`src/common/sml_pkg.sv`:
```
// Constants shared by the serial message link
package sml_pkg;
    localparam int unsigned CLK_HZ = 10_000_000;
    localparam int unsigned BAUD = 57_600;
    // Clock cycles per bit, rounded down to whole cycles
    localparam int unsigned BIT_CYC = CLK_HZ / BAUD;
    localparam int unsigned HALF_CYC = BIT_CYC / 2;
    localparam int unsigned DATA_BITS = 7;
    localparam int unsigned FRAME_BITS = 10;
    localparam int unsigned MAX_MSG = 255;
    localparam logic [6:0] CH_LF = 7'h0a;
    localparam logic [6:0] CH_CR = 7'h0d;
    localparam logic [6:0] CH_SEMI = 7'h3b;
    localparam logic [6:0] CH_QMARK = 7'h3f;
    localparam logic [6:0] CH_SPACE = 7'h20;
endpackage

```
`src/logic/sml_resp_mem.sv`:
```
// Response character buffer with registered read data
`timescale 1ns/1ps
module sml_resp_mem #(
    parameter int unsigned DEPTH = 256,
    parameter int unsigned AW = 8
) (
    input wire logic clk,
    input wire logic wr_en,
    input wire logic [AW-1:0] wr_addr,
    input wire logic [6:0] wr_data,
    input wire logic [AW-1:0] rd_addr,
    output logic [6:0] rd_data
);
    logic [6:0] mem [DEPTH];

    // Write port
    always_ff @(posedge clk) begin
        if (wr_en) begin
            mem[wr_addr] <= wr_data;
        end
    end

    // Registered read port
    always_ff @(posedge clk) begin
        rd_data <= mem[rd_addr];
    end
endmodule

```
`src/logic/sml_link.sv`:
```
// Serial message link: framing, message splitting and response flow
`timescale 1ns/1ps
// Contract
// - Each character carries seven ASCII data bits within a ten bit frame.
// - One start bit before and one stop bit after every character.
// - One odd parity bit over the seven data bits.
// - Message ends on lone LF or on CR followed by LF.
// - Every response ends with CR then LF.
// - Semicolon separates chained strings; device splits there.
// - Command is mnemonic, space, data, terminator; device executes it.
// - Query is mnemonic, question mark, optional data; device answers it.
// - Response starts without deliberate delay after a complete query.
// - Device never transmits unprompted; only answers queries.
// - Link runs fixed 57,600 baud, no flow control or handshaking.
module sml_link #(
    parameter int unsigned MAX_MSG = sml_pkg::MAX_MSG
) (
    input wire logic clk,
    input wire logic sys_rst,
    input wire logic rx_pin,
    output logic tx_pin,
    output logic [6:0] str_char,
    output logic str_valid,
    output logic str_end,
    output logic str_query,
    output logic str_drop,
    output logic parity_err,
    output logic overflow_err,
    input wire logic [6:0] resp_char,
    input wire logic resp_we,
    input wire logic resp_go,
    output logic resp_busy
);
    typedef enum logic [1:0] {
        SML_IDLE = 2'b00, SML_START = 2'b01,
        SML_BITS = 2'b10, SML_STOP = 2'b11
    } sml_ser_t;

    // -------------------------------------------------------------
    // Input synchroniser
    // -------------------------------------------------------------
    logic rx_m_q, rx_s_q;
    always_ff @(posedge clk or posedge sys_rst) begin
        if (sys_rst) begin
            rx_m_q <= 1'b1;
            rx_s_q <= 1'b1;
        end else begin
            rx_m_q <= rx_pin;
            rx_s_q <= rx_m_q;
        end
    end

    // -------------------------------------------------------------
    // Receiver: start, 7 data, parity, stop at fixed baud
    // -------------------------------------------------------------
    sml_ser_t rx_st_q;
    logic [15:0] rx_cnt_q;
    logic [3:0] rx_bit_q;
    logic [7:0] rx_sh_q;
    logic rx_done;
    logic rx_perr;
    logic [6:0] rx_char;
    assign rx_char = rx_sh_q[6:0];
    // Odd parity: data plus parity must hold an odd count of ones
    assign rx_perr = ~(^rx_sh_q);

    always_ff @(posedge clk or posedge sys_rst) begin
        if (sys_rst) begin
            rx_st_q <= SML_IDLE;
            rx_cnt_q <= 16'h0000;
            rx_bit_q <= 4'h0;
            rx_sh_q <= 8'h00;
            rx_done <= 1'b0;
        end else begin
            rx_done <= 1'b0;
            case (rx_st_q)
                SML_IDLE: begin
                    rx_cnt_q <= 16'h0000;
                    if (!rx_s_q) begin
                        rx_st_q <= SML_START;
                    end
                end
                SML_START: begin
                    if (rx_cnt_q == 16'(sml_pkg::HALF_CYC)) begin
                        rx_cnt_q <= 16'h0000;
                        rx_bit_q <= 4'h0;
                        rx_st_q <= rx_s_q ? SML_IDLE : SML_BITS;
                    end else begin
                        rx_cnt_q <= rx_cnt_q + 16'h0001;
                    end
                end
                SML_BITS: begin
                    if (rx_cnt_q == 16'(sml_pkg::BIT_CYC - 1)) begin
                        rx_cnt_q <= 16'h0000;
                        // LSB first: 7 data bits then parity
                        rx_sh_q <= {rx_s_q, rx_sh_q[7:1]};
                        rx_bit_q <= rx_bit_q + 4'h1;
                        if (rx_bit_q == 4'(sml_pkg::DATA_BITS)) begin
                            rx_st_q <= SML_STOP;
                        end
                    end else begin
                        rx_cnt_q <= rx_cnt_q + 16'h0001;
                    end
                end
                SML_STOP: begin
                    if (rx_cnt_q == 16'(sml_pkg::BIT_CYC - 1)) begin
                        rx_st_q <= SML_IDLE;
                        rx_done <= 1'b1;
                    end else begin
                        rx_cnt_q <= rx_cnt_q + 16'h0001;
                    end
                end
                default: rx_st_q <= SML_IDLE;
            endcase
        end
    end

    // -------------------------------------------------------------
    // Message parser: split at semicolon and terminator
    // -------------------------------------------------------------
    logic bad_q;      // Current transmission holds a non-CR parity error
    logic query_q;    // Current string carries a question mark
    logic [8:0] len_q;
    logic is_term, is_semi;
    assign is_term = rx_done && (rx_char == sml_pkg::CH_LF);
    assign is_semi = rx_done && (rx_char == sml_pkg::CH_SEMI);

    always_ff @(posedge clk or posedge sys_rst) begin
        if (sys_rst) begin
            bad_q <= 1'b0;
            query_q <= 1'b0;
            len_q <= 9'h000;
            str_char <= 7'h00;
            str_valid <= 1'b0;
            str_end <= 1'b0;
            str_query <= 1'b0;
            str_drop <= 1'b0;
            parity_err <= 1'b0;
            overflow_err <= 1'b0;
        end else begin
            str_valid <= 1'b0;
            str_end <= 1'b0;
            str_drop <= 1'b0;
            parity_err <= 1'b0;
            overflow_err <= 1'b0;
            if (rx_done) begin
                if (rx_perr) begin
                    parity_err <= 1'b1;
                end
                if (len_q == 9'(MAX_MSG)) begin
                    overflow_err <= 1'b1;
                end
                len_q <= is_term ? 9'h000 : len_q + 9'h001;
                if (rx_char == sml_pkg::CH_QMARK) begin
                    query_q <= 1'b1;
                end
                if (is_term || is_semi) begin
                    // Close one string; it is dropped once its transmission holds a non-CR parity error
                    str_end <= ~(bad_q | rx_perr);
                    str_drop <= bad_q | rx_perr;
                    str_query <= query_q;
                    query_q <= 1'b0;
                    if (is_term) begin
                        bad_q <= 1'b0;
                    end else begin
                        bad_q <= bad_q | rx_perr;
                    end
                end else if (rx_char != sml_pkg::CH_CR) begin
                    // CR is swallowed so CR LF and LF end alike
                    str_char <= rx_char;
                    str_valid <= ~rx_perr;
                    bad_q <= bad_q | rx_perr;
                end
            end
        end
    end

    // -------------------------------------------------------------
    // Response buffer and arming by query
    // -------------------------------------------------------------
    logic [7:0] wr_ptr_q, rd_ptr_q;
    logic [6:0] mem_q;
    logic armed_q;
    sml_resp_mem #(.DEPTH(256), .AW(8)) sml_resp_mem_i (
        .clk(clk),
        .wr_en(resp_we && !resp_busy && armed_q),
        .wr_addr(wr_ptr_q),
        .wr_data(resp_char),
        .rd_addr(rd_ptr_q),
        .rd_data(mem_q)
    );

    // -------------------------------------------------------------
    // Transmitter: body, then CR LF, only after a query
    // -------------------------------------------------------------
    sml_ser_t tx_st_q;
    logic [15:0] tx_cnt_q;
    logic [3:0] tx_bit_q;
    logic [7:0] tx_sh_q;
    logic [1:0] tail_q;  // 0 body, 1 CR sent next, 2 LF next, 3 done
    logic tx_run_q;
    logic load;
    logic [6:0] nxt;
    assign resp_busy = tx_run_q;
    assign nxt = (tail_q == 2'd1) ? sml_pkg::CH_CR :
                 (tail_q == 2'd2) ? sml_pkg::CH_LF : mem_q;

    always_ff @(posedge clk or posedge sys_rst) begin
        if (sys_rst) begin
            armed_q <= 1'b0;
            wr_ptr_q <= 8'h00;
        end else if (str_end && str_query) begin
            armed_q <= 1'b1;
            wr_ptr_q <= 8'h00;
        end else if (resp_go && armed_q && !tx_run_q) begin
            armed_q <= 1'b0;
        end else if (resp_we && armed_q && !tx_run_q) begin
            wr_ptr_q <= wr_ptr_q + 8'h01;
        end
    end

    assign load = (tx_st_q == SML_IDLE) && tx_run_q && (tail_q != 2'd3);

    always_ff @(posedge clk or posedge sys_rst) begin
        if (sys_rst) begin
            tx_st_q <= SML_IDLE;
            tx_cnt_q <= 16'h0000;
            tx_bit_q <= 4'h0;
            tx_sh_q <= 8'hff;
            tail_q <= 2'd0;
            tx_run_q <= 1'b0;
            rd_ptr_q <= 8'h00;
            tx_pin <= 1'b1;
        end else begin
            case (tx_st_q)
                SML_IDLE: begin
                    tx_pin <= 1'b1;
                    if (resp_go && armed_q && !tx_run_q) begin
                        // Start at once, no added delay
                        tx_run_q <= 1'b1;
                        tail_q <= (wr_ptr_q == 8'h00) ? 2'd1 : 2'd0;
                    end else if (tx_run_q && tail_q == 2'd3) begin
                        tx_run_q <= 1'b0;
                        rd_ptr_q <= 8'h00; // Rewind ahead of registered read
                    end else if (load) begin
                        tx_sh_q <= {~(^nxt), nxt};
                        tx_st_q <= SML_START;
                        tx_cnt_q <= 16'h0000;
                        if (tail_q == 2'd0) begin
                            rd_ptr_q <= rd_ptr_q + 8'h01;
                            if (rd_ptr_q + 8'h01 == wr_ptr_q) begin
                                tail_q <= 2'd1;
                            end
                        end else begin
                            tail_q <= tail_q + 2'd1;
                        end
                    end
                end
                SML_START: begin
                    tx_pin <= 1'b0;
                    if (tx_cnt_q == 16'(sml_pkg::BIT_CYC - 1)) begin
                        tx_cnt_q <= 16'h0000;
                        tx_bit_q <= 4'h0;
                        tx_st_q <= SML_BITS;
                    end else begin
                        tx_cnt_q <= tx_cnt_q + 16'h0001;
                    end
                end
                SML_BITS: begin
                    tx_pin <= tx_sh_q[0];
                    if (tx_cnt_q == 16'(sml_pkg::BIT_CYC - 1)) begin
                        tx_cnt_q <= 16'h0000;
                        tx_sh_q <= {1'b1, tx_sh_q[7:1]};
                        tx_bit_q <= tx_bit_q + 4'h1;
                        if (tx_bit_q == 4'(sml_pkg::DATA_BITS)) begin
                            tx_st_q <= SML_STOP;
                        end
                    end else begin
                        tx_cnt_q <= tx_cnt_q + 16'h0001;
                    end
                end
                SML_STOP: begin
                    tx_pin <= 1'b1; // Load cycle completes the bit
                    if (tx_cnt_q == 16'(sml_pkg::BIT_CYC - 2)) begin
                        tx_st_q <= SML_IDLE;
                    end else begin
                        tx_cnt_q <= tx_cnt_q + 16'h0001;
                    end
                end
                default: tx_st_q <= SML_IDLE;
            endcase
        end
    end
endmodule

```
`config.mk`:
```
export PLATFORM = sky130hd
export DESIGN_NAME = sml_link
export DESIGN_NICKNAME = d
export VERILOG_FILES = /design/src/common/sml_pkg.sv /design/src/logic/sml_resp_mem.sv /design/src/logic/sml_link.sv
export SDC_FILE = /design/constraint.sdc
export NUM_CORES = 2
export LEC_CHECK = 0
export ABC_AREA = 1
export BUFFER_PORTS_ARGS = -buffer_cell sky130_fd_sc_hd__buf_4
export CAP_MARGIN = 40
export CORE_ASPECT_RATIO = 2
export CORE_MARGIN = 8
export CORE_UTILIZATION = 40
export CTS_CLUSTER_SIZE = 16
export DETAILED_ROUTE_END_ITERATION = 8
export PLACE_DENSITY = 0.56
export SLEW_MARGIN = 30
export SYNTH_ARGS = -nofsm -noshare
export SYNTH_HDL_FRONTEND = slang
export SYNTH_HIERARCHICAL = 1
export SYNTH_SLANG_ARGS = --single-unit
```
`constraint.sdc`:
```
create_clock -name clk -period 5.6 [get_ports clk]
set_input_delay 0.28 -clock clk [delete_from_list [all_inputs] [get_ports clk]]
set_output_delay 0.28 -clock clk [all_outputs]
set_load 0.1 [all_outputs]
```
[Word-level counts from Yosys, hierarchy flattened]
Memories as Yosys holds them, arrays and structs flattened. A register that Yosys moved wholly into a read port is not among the register bits.
Cells that the tools add are included.
Operators by class
  equal/unequal tests: 39
  reduce and logical (&&, ||, !) cells: 48
  bitwise operators: 6
  add/sub/neg operators: 8
  muxes and demuxes: 76
Operator list (count)
  16-bit 2-to-1 mux: 8
  8-bit 2-to-1 mux: 10
  16-bit case mux with 4 select lines: 1
  16-bit by 8-bit == test with 1-bit output (second input constant): 3
  16-bit case mux with 3 select lines: 1
  2-bit 2-to-1 mux: 18
  2-bit != test (second input constant): 17
  16-bit by 1-bit adder with 16-bit output (second input constant): 2
  1-bit 2-to-1 mux: 25
  2-bit nonzero test: 11
  8-bit by 1-bit adder with 8-bit output (second input constant): 2
  16-bit by 7-bit == test with 1-bit output (second input constant): 1
  4-bit 2-to-1 mux: 4
  2-bit case mux with 4 select lines: 2
  4-bit case mux with 2 select lines: 2
  8-bit case mux with 2 select lines: 1
  7-bit by 6-bit == test with 1-bit output (second input constant): 2
  7-bit 2-to-1 mux: 2
  2-bit == test (second input constant): 6
  1-bit logical AND: 12
  2-bit AND reduction: 6
  4-bit AND reduction: 3
  5-bit AND reduction: 2
  9-bit by 1-bit adder with 9-bit output (second input constant): 1
  other kinds (22): 35
Storage, ports and cells
  register bits after elaboration: 108
  logic and storage cells: 205
  input port bits: 12
  RAM bits: 1792
  output and inout bits: 15
  memories kept: 1
Memories
  sml_resp_mem_i.mem: words 256, bits a word 7, rd ports 1, clocked after memory_dff 1, wr ports 1, line sml_resp_mem.sv:14  | logic [6:0] mem [DEPTH];

[Longest topological paths before layout]
  depth after elaboration: 9
  mapped depth: 15
  gate-level depth less buffers: 14

[Modules after synthesis]
The synthesis kept the hierarchy.
Modules (own cells, without submodules)
  sml_resp_mem: area an instance 73269.0 µm², cells an instance 6218, instances 1
  sml_link: area an instance 6045.8 µm², cells an instance 769, instances 1

[Worst setup path before layout]
Ideal clock, no wire load.
  kind: reg-to-reg
  start: register tx_run_q (netlist: resp_busy)
  end: memory sml_resp_mem_i.mem[162][0], enable pin
  cell stages (with the launch flop): 6
  arrival time: 2.189 ns
  required time: 5.240 ns
  setup slack: 3.051 ns
  setup time: 0.360 ns
  cells stage by stage: dfrtp_1 nor2_1 clkbuf_1 nand3_1 clkbuf_1 nor2_1
Between the ends
  longest elaborated chain between the ends: 5
Ends and longest elaborated chain
  start, declared: line sml_link.sv:201  | logic tx_run_q;
  start signal, assigned: line sml_link.sv:231  | tx_run_q <= 1'b0;
  start signal, assigned: line sml_link.sv:240  | tx_run_q <= 1'b1;
  start signal, assigned: line sml_link.sv:243  | tx_run_q <= 1'b0;
  1-bit zero test: line sml_link.sv:186  | .wr_en(resp_we && !resp_busy && armed_q),
  1-bit logical AND (2 in series): line sml_link.sv:186
  1-bit 2-to-1 mux: line sml_resp_mem.sv:18  | if (wr_en) begin
  1-bit 2-to-1 mux (implied by the code): line sml_resp_mem.sv:19  | mem[wr_addr] <= wr_data;
  end, declared: line sml_resp_mem.sv:14
No other way between the ends.

==> impl_metrics.csv <==
group,metric,value,unit
die,io_pins,27,
clocking,numCtsBuffers,170,
synth,async_flop_share,5.66,%
timing,fmax,262,MHz
timing,hold_violations,5,
route,drt_iter0_drc,4538,
power_and_ir_drop,leakage,30.4,nW
timing,setup_viol,0,
route,wl_per_cell,24.1,um
timing,hold_slack,-0.00778,ns
synth,yosysWarningCount,6,
min_path,hold_path.class,"in2reg",
timing,finalClockSkew,0.0451,ns
worst_setup_path,crit_top_cell,"nand3_1",
run_status,status,"finished with violations",
cells_and_area,nets,6894,
synth,ys_seq_area_share,71.4,%
placed_design,gp_congestion,0.873,
route,via_per_inst,5.47,
worst_setup_path,critical_path_required,6.26,ns
worst_setup_path,worstSetupStartpointType,"flip-flop",
power_and_ir_drop,cellPowerDensity,313,mW/mm^2
global_routing,grt_pass1_vias,51800,
synth,synth_commonest_cells,"nand2_1 (2,122), edfxtp_1 (1,792), nand3_1 (1,777)",
synth,synthesis.area,0.0793,mm^2
clocking,cts_sinks,1907,
die,dieArea,0.214,mm^2
clocking,cts-root-buf,"clkbuf_16",
route,vias,52200,
route,ant_nets,0,
worst_setup_path,cp_slowest_stage_delay,0.80,ns
synth,synth_most_common_cell,"nand2_1",
synth,synth_area_leaders,"edfxtp_1 (68%), nand3_1 (11%), nand2_1 (10%)",
worst_setup_path,cp_max_fo,60,
die,initial_core_util,40.2,%
clocking,tritoncts,"yes",
die,die_h,646,um
placed_design,portBuffers,26,
die,core,0.197,mm^2
run_status,violations,"negative hold slack",
synth,syn-num-nets,7027,
clocking,htreeDepth,4,
worst_setup_path,worstSetupPathType,"reg2reg",
synth,yosys.area.top_type_share,67.8,%
worst_setup_path,crit_family,"simple AND/OR/NAND/NOR gates",
worst_setup_path,path_buf_inv,2,
timing,worst_pin_slew,0.938,ns
timing,tns,0,ns
timing,relSlewSlack,37.5,%
synth,ys_seq_elements,1907,
cells_and_area,final_area,0.0871,mm^2
clocking,clk_path_buf_depth,4,
worst_setup_path,r2r_slack,1.78,ns
worst_setup_path,path_cells,"buf_4, buf_4, nand3_1, nand3_1, nand3_1, nand3_1, nand2_1, nand2_1, nand3_1, nand3_1, nand2_1",
global_routing,overflow,0,
die,fp-row-count,231,
route,totalWireLength,230,mm
clocking,clock_latency,0.81,ns
global_routing,grt_max_degree,225,
timing,finalCriticalPeriod,3.82,ns
worst_setup_path,worstPathArrival,4.47,ns
route,drc,0,
placed_design,dp_hpwl,140,mm
timing,rsz0062_at_grt,"no",
synth,synth.avg_cell_area,11.4,um^2
job,maxCapViolCount,0,
power_and_ir_drop,ir_worst_vdd,238,uV
synth,post-synth-top-area-cell,"edfxtp_1",
global_routing,grt_pass1_wl,337,mm
synth,synth_cell_types,44,
synth,synthCells,6987,
route,first_pass_iters,6,
cells_and_area,syn_to_final_growth,9.86,%
global_routing,track_usage,21.0,%
placed_design,placed_area,0.0816,mm^2
synth,synth_flop_cell,"edfxtp_1",
die,fp.dieW,331,um
clocking,clk_pin_slew,0.07,ns
cells_and_area,drive_gt1_share,5.88,%
timing,finalMaxSlewViolations,0,
global_routing,antenna_found_initial,3,
worst_setup_path,end_kind,"flip-flop",
synth,synth_edf_count,1792,
timing,fin_crit_sh,68.1,%
worst_setup_path,cp_slowest_cell,"dfrtp_4",
[per-layer routing]
layer	share of wire [%]	global-route usage [%]	routed length, um
met1	35	22.8	80600
met2	53	39.1	123000
met3	4.3	1.83	9850
met4	7.3	13.3	16800
met5	0	0	0
[through the flow]
stage | instances | util (%) | power, mW | hold slack (ns) | worst slack [ns]
2_1_floorplan | 6987 | - | 15.9 | 0.284 | 2.49
3_3_place_gp | 9219 | 41.3 | 16.2 | 0.380 | 1.82
3_5_place_dp | 9229 | 41.4 | 16.2 | 0.374 | 1.82
4_1_cts | 9523 | 44.0 | 27.5 | 0.0126 | 1.78
5_1_grt | 9535 | 44.1 | 27.9 | 0.0128 | 1.65
6_report | 9536 | 44.1 | 27.2 | -0.00778 | 1.78
[power breakdown]
group / internal [mW] / switching (mW)
Combinational: 0.0283 / 0.273
Sequential: 15.6 / 0.000724
Clock: 6.24 / 5.12
[flip-flops by register name, summed over array words and instances, names as in the netlist, 2 cells and up, named ones only]
signal,count
len_q,9
rd_ptr_q,8
rx_bit_q,4
rx_cnt_q,16
rx_sh_q,8
sml_resp_mem_i/mem,1792
sml_resp_mem_i/rd_data,7
str_char,7
tail_q,2
tx_bit_q,4
tx_cnt_q,16
tx_sh_q,8
tx_st_q,2
wr_ptr_q,8
[area by class of cell]
| class | instances | area, um^2 |
|---|---|---|
| Sequential cell | 1907 | 56700 |
| Tap cell | 2563 | 3210 |
| Fill cell | 18200 | 110000 |
| Timing Repair Buffer | 130 | 1560 |
| Inverter | 148 | 592 |
| Antenna cell | 2 | 5.00 |
| Clock buffer | 194 | 4410 |
| Clock inverter | 95 | 797 |
| Multi-Input combinational cell | 4497 | 19900 |
[worst register-to-register path, delay by kind of cell (launching register included)]
kind	cells	cell delay [ns]
buf+inv	2	1.43
flops	1	0.80
simple gates	9	1.48
[final timing paths]
path | startpoint | end | depth (start not counted)
setup / recovery | rd_ptr_q[1]$_DFFE_PP0P_ | sml_resp_mem_i/rd_data[0]$_DFF_P_ | 11
hold / removal | resp_char[5] | sml_resp_mem_i/mem[241][5]$_DFFE_PP_ | 1
setup reg to reg | rd_ptr_q[1]$_DFFE_PP0P_ | sml_resp_mem_i/rd_data[0]$_DFF_P_ | 11
hold reg to reg | rx_m_q$_DFF_PP1_ | rx_s_q$_DFF_PP1_ | 0
max in group asynchronous | sys_rst | rd_ptr_q[2]$_DFFE_PP0P_ | 5
min in group asynchronous | sys_rst | rx_cnt_q[3]$_DFFE_PP0N_ | 4
[repair_timing]
item,4_1_cts,5_1_grt
hold buffers,5,2
resized for setup,0,0
endpoints found under the hold margin,81,3
buffers inserted,0,0
[placed cells by master (no fill, tap or decap), types with 14 or more instances in the layout]
cell	netlist	routed
clkinv_2	0	26
nor2_1	363	360
xor2_1	16	16
nand4_1	18	18
clkbuf_1	106	19
nand3_1	1777	1776
clkbuf_16	0	173
o21ai_0	61	61
buf_12	0	30
clkinv_1	0	40
inv_1	140	137
edfxtp_1	1792	1792
a21oi_1	26	26
nor3_1	14	14
ha_1	28	28
buf_4	42	75
dfrtp_1	97	92
nand2_1	2122	2122
[cell families (layout without fill, tap and decap cells)]
| group | count (synthesis) | in the layout | share of synthesized area, % |
|---|---|---|---|
| adders and majority gates | 28 | 28 | 0.442 |
| and+or+nand+nor | 4329 | 4329 | 23.5 |
| xor gates and xnor gates | 24 | 24 | 0.265 |
| other | 0 | 2 | 0 |
| muxes | 1 | 1 | 0.0142 |
| AOI/OAI and AO/OA | 115 | 115 | 0.782 |
| DFF | 1907 | 1907 | 71.4 |
| buffers and inverters | 583 | 567 | 3.51 |
Note: power is estimated with default switching activity, not from simulation.
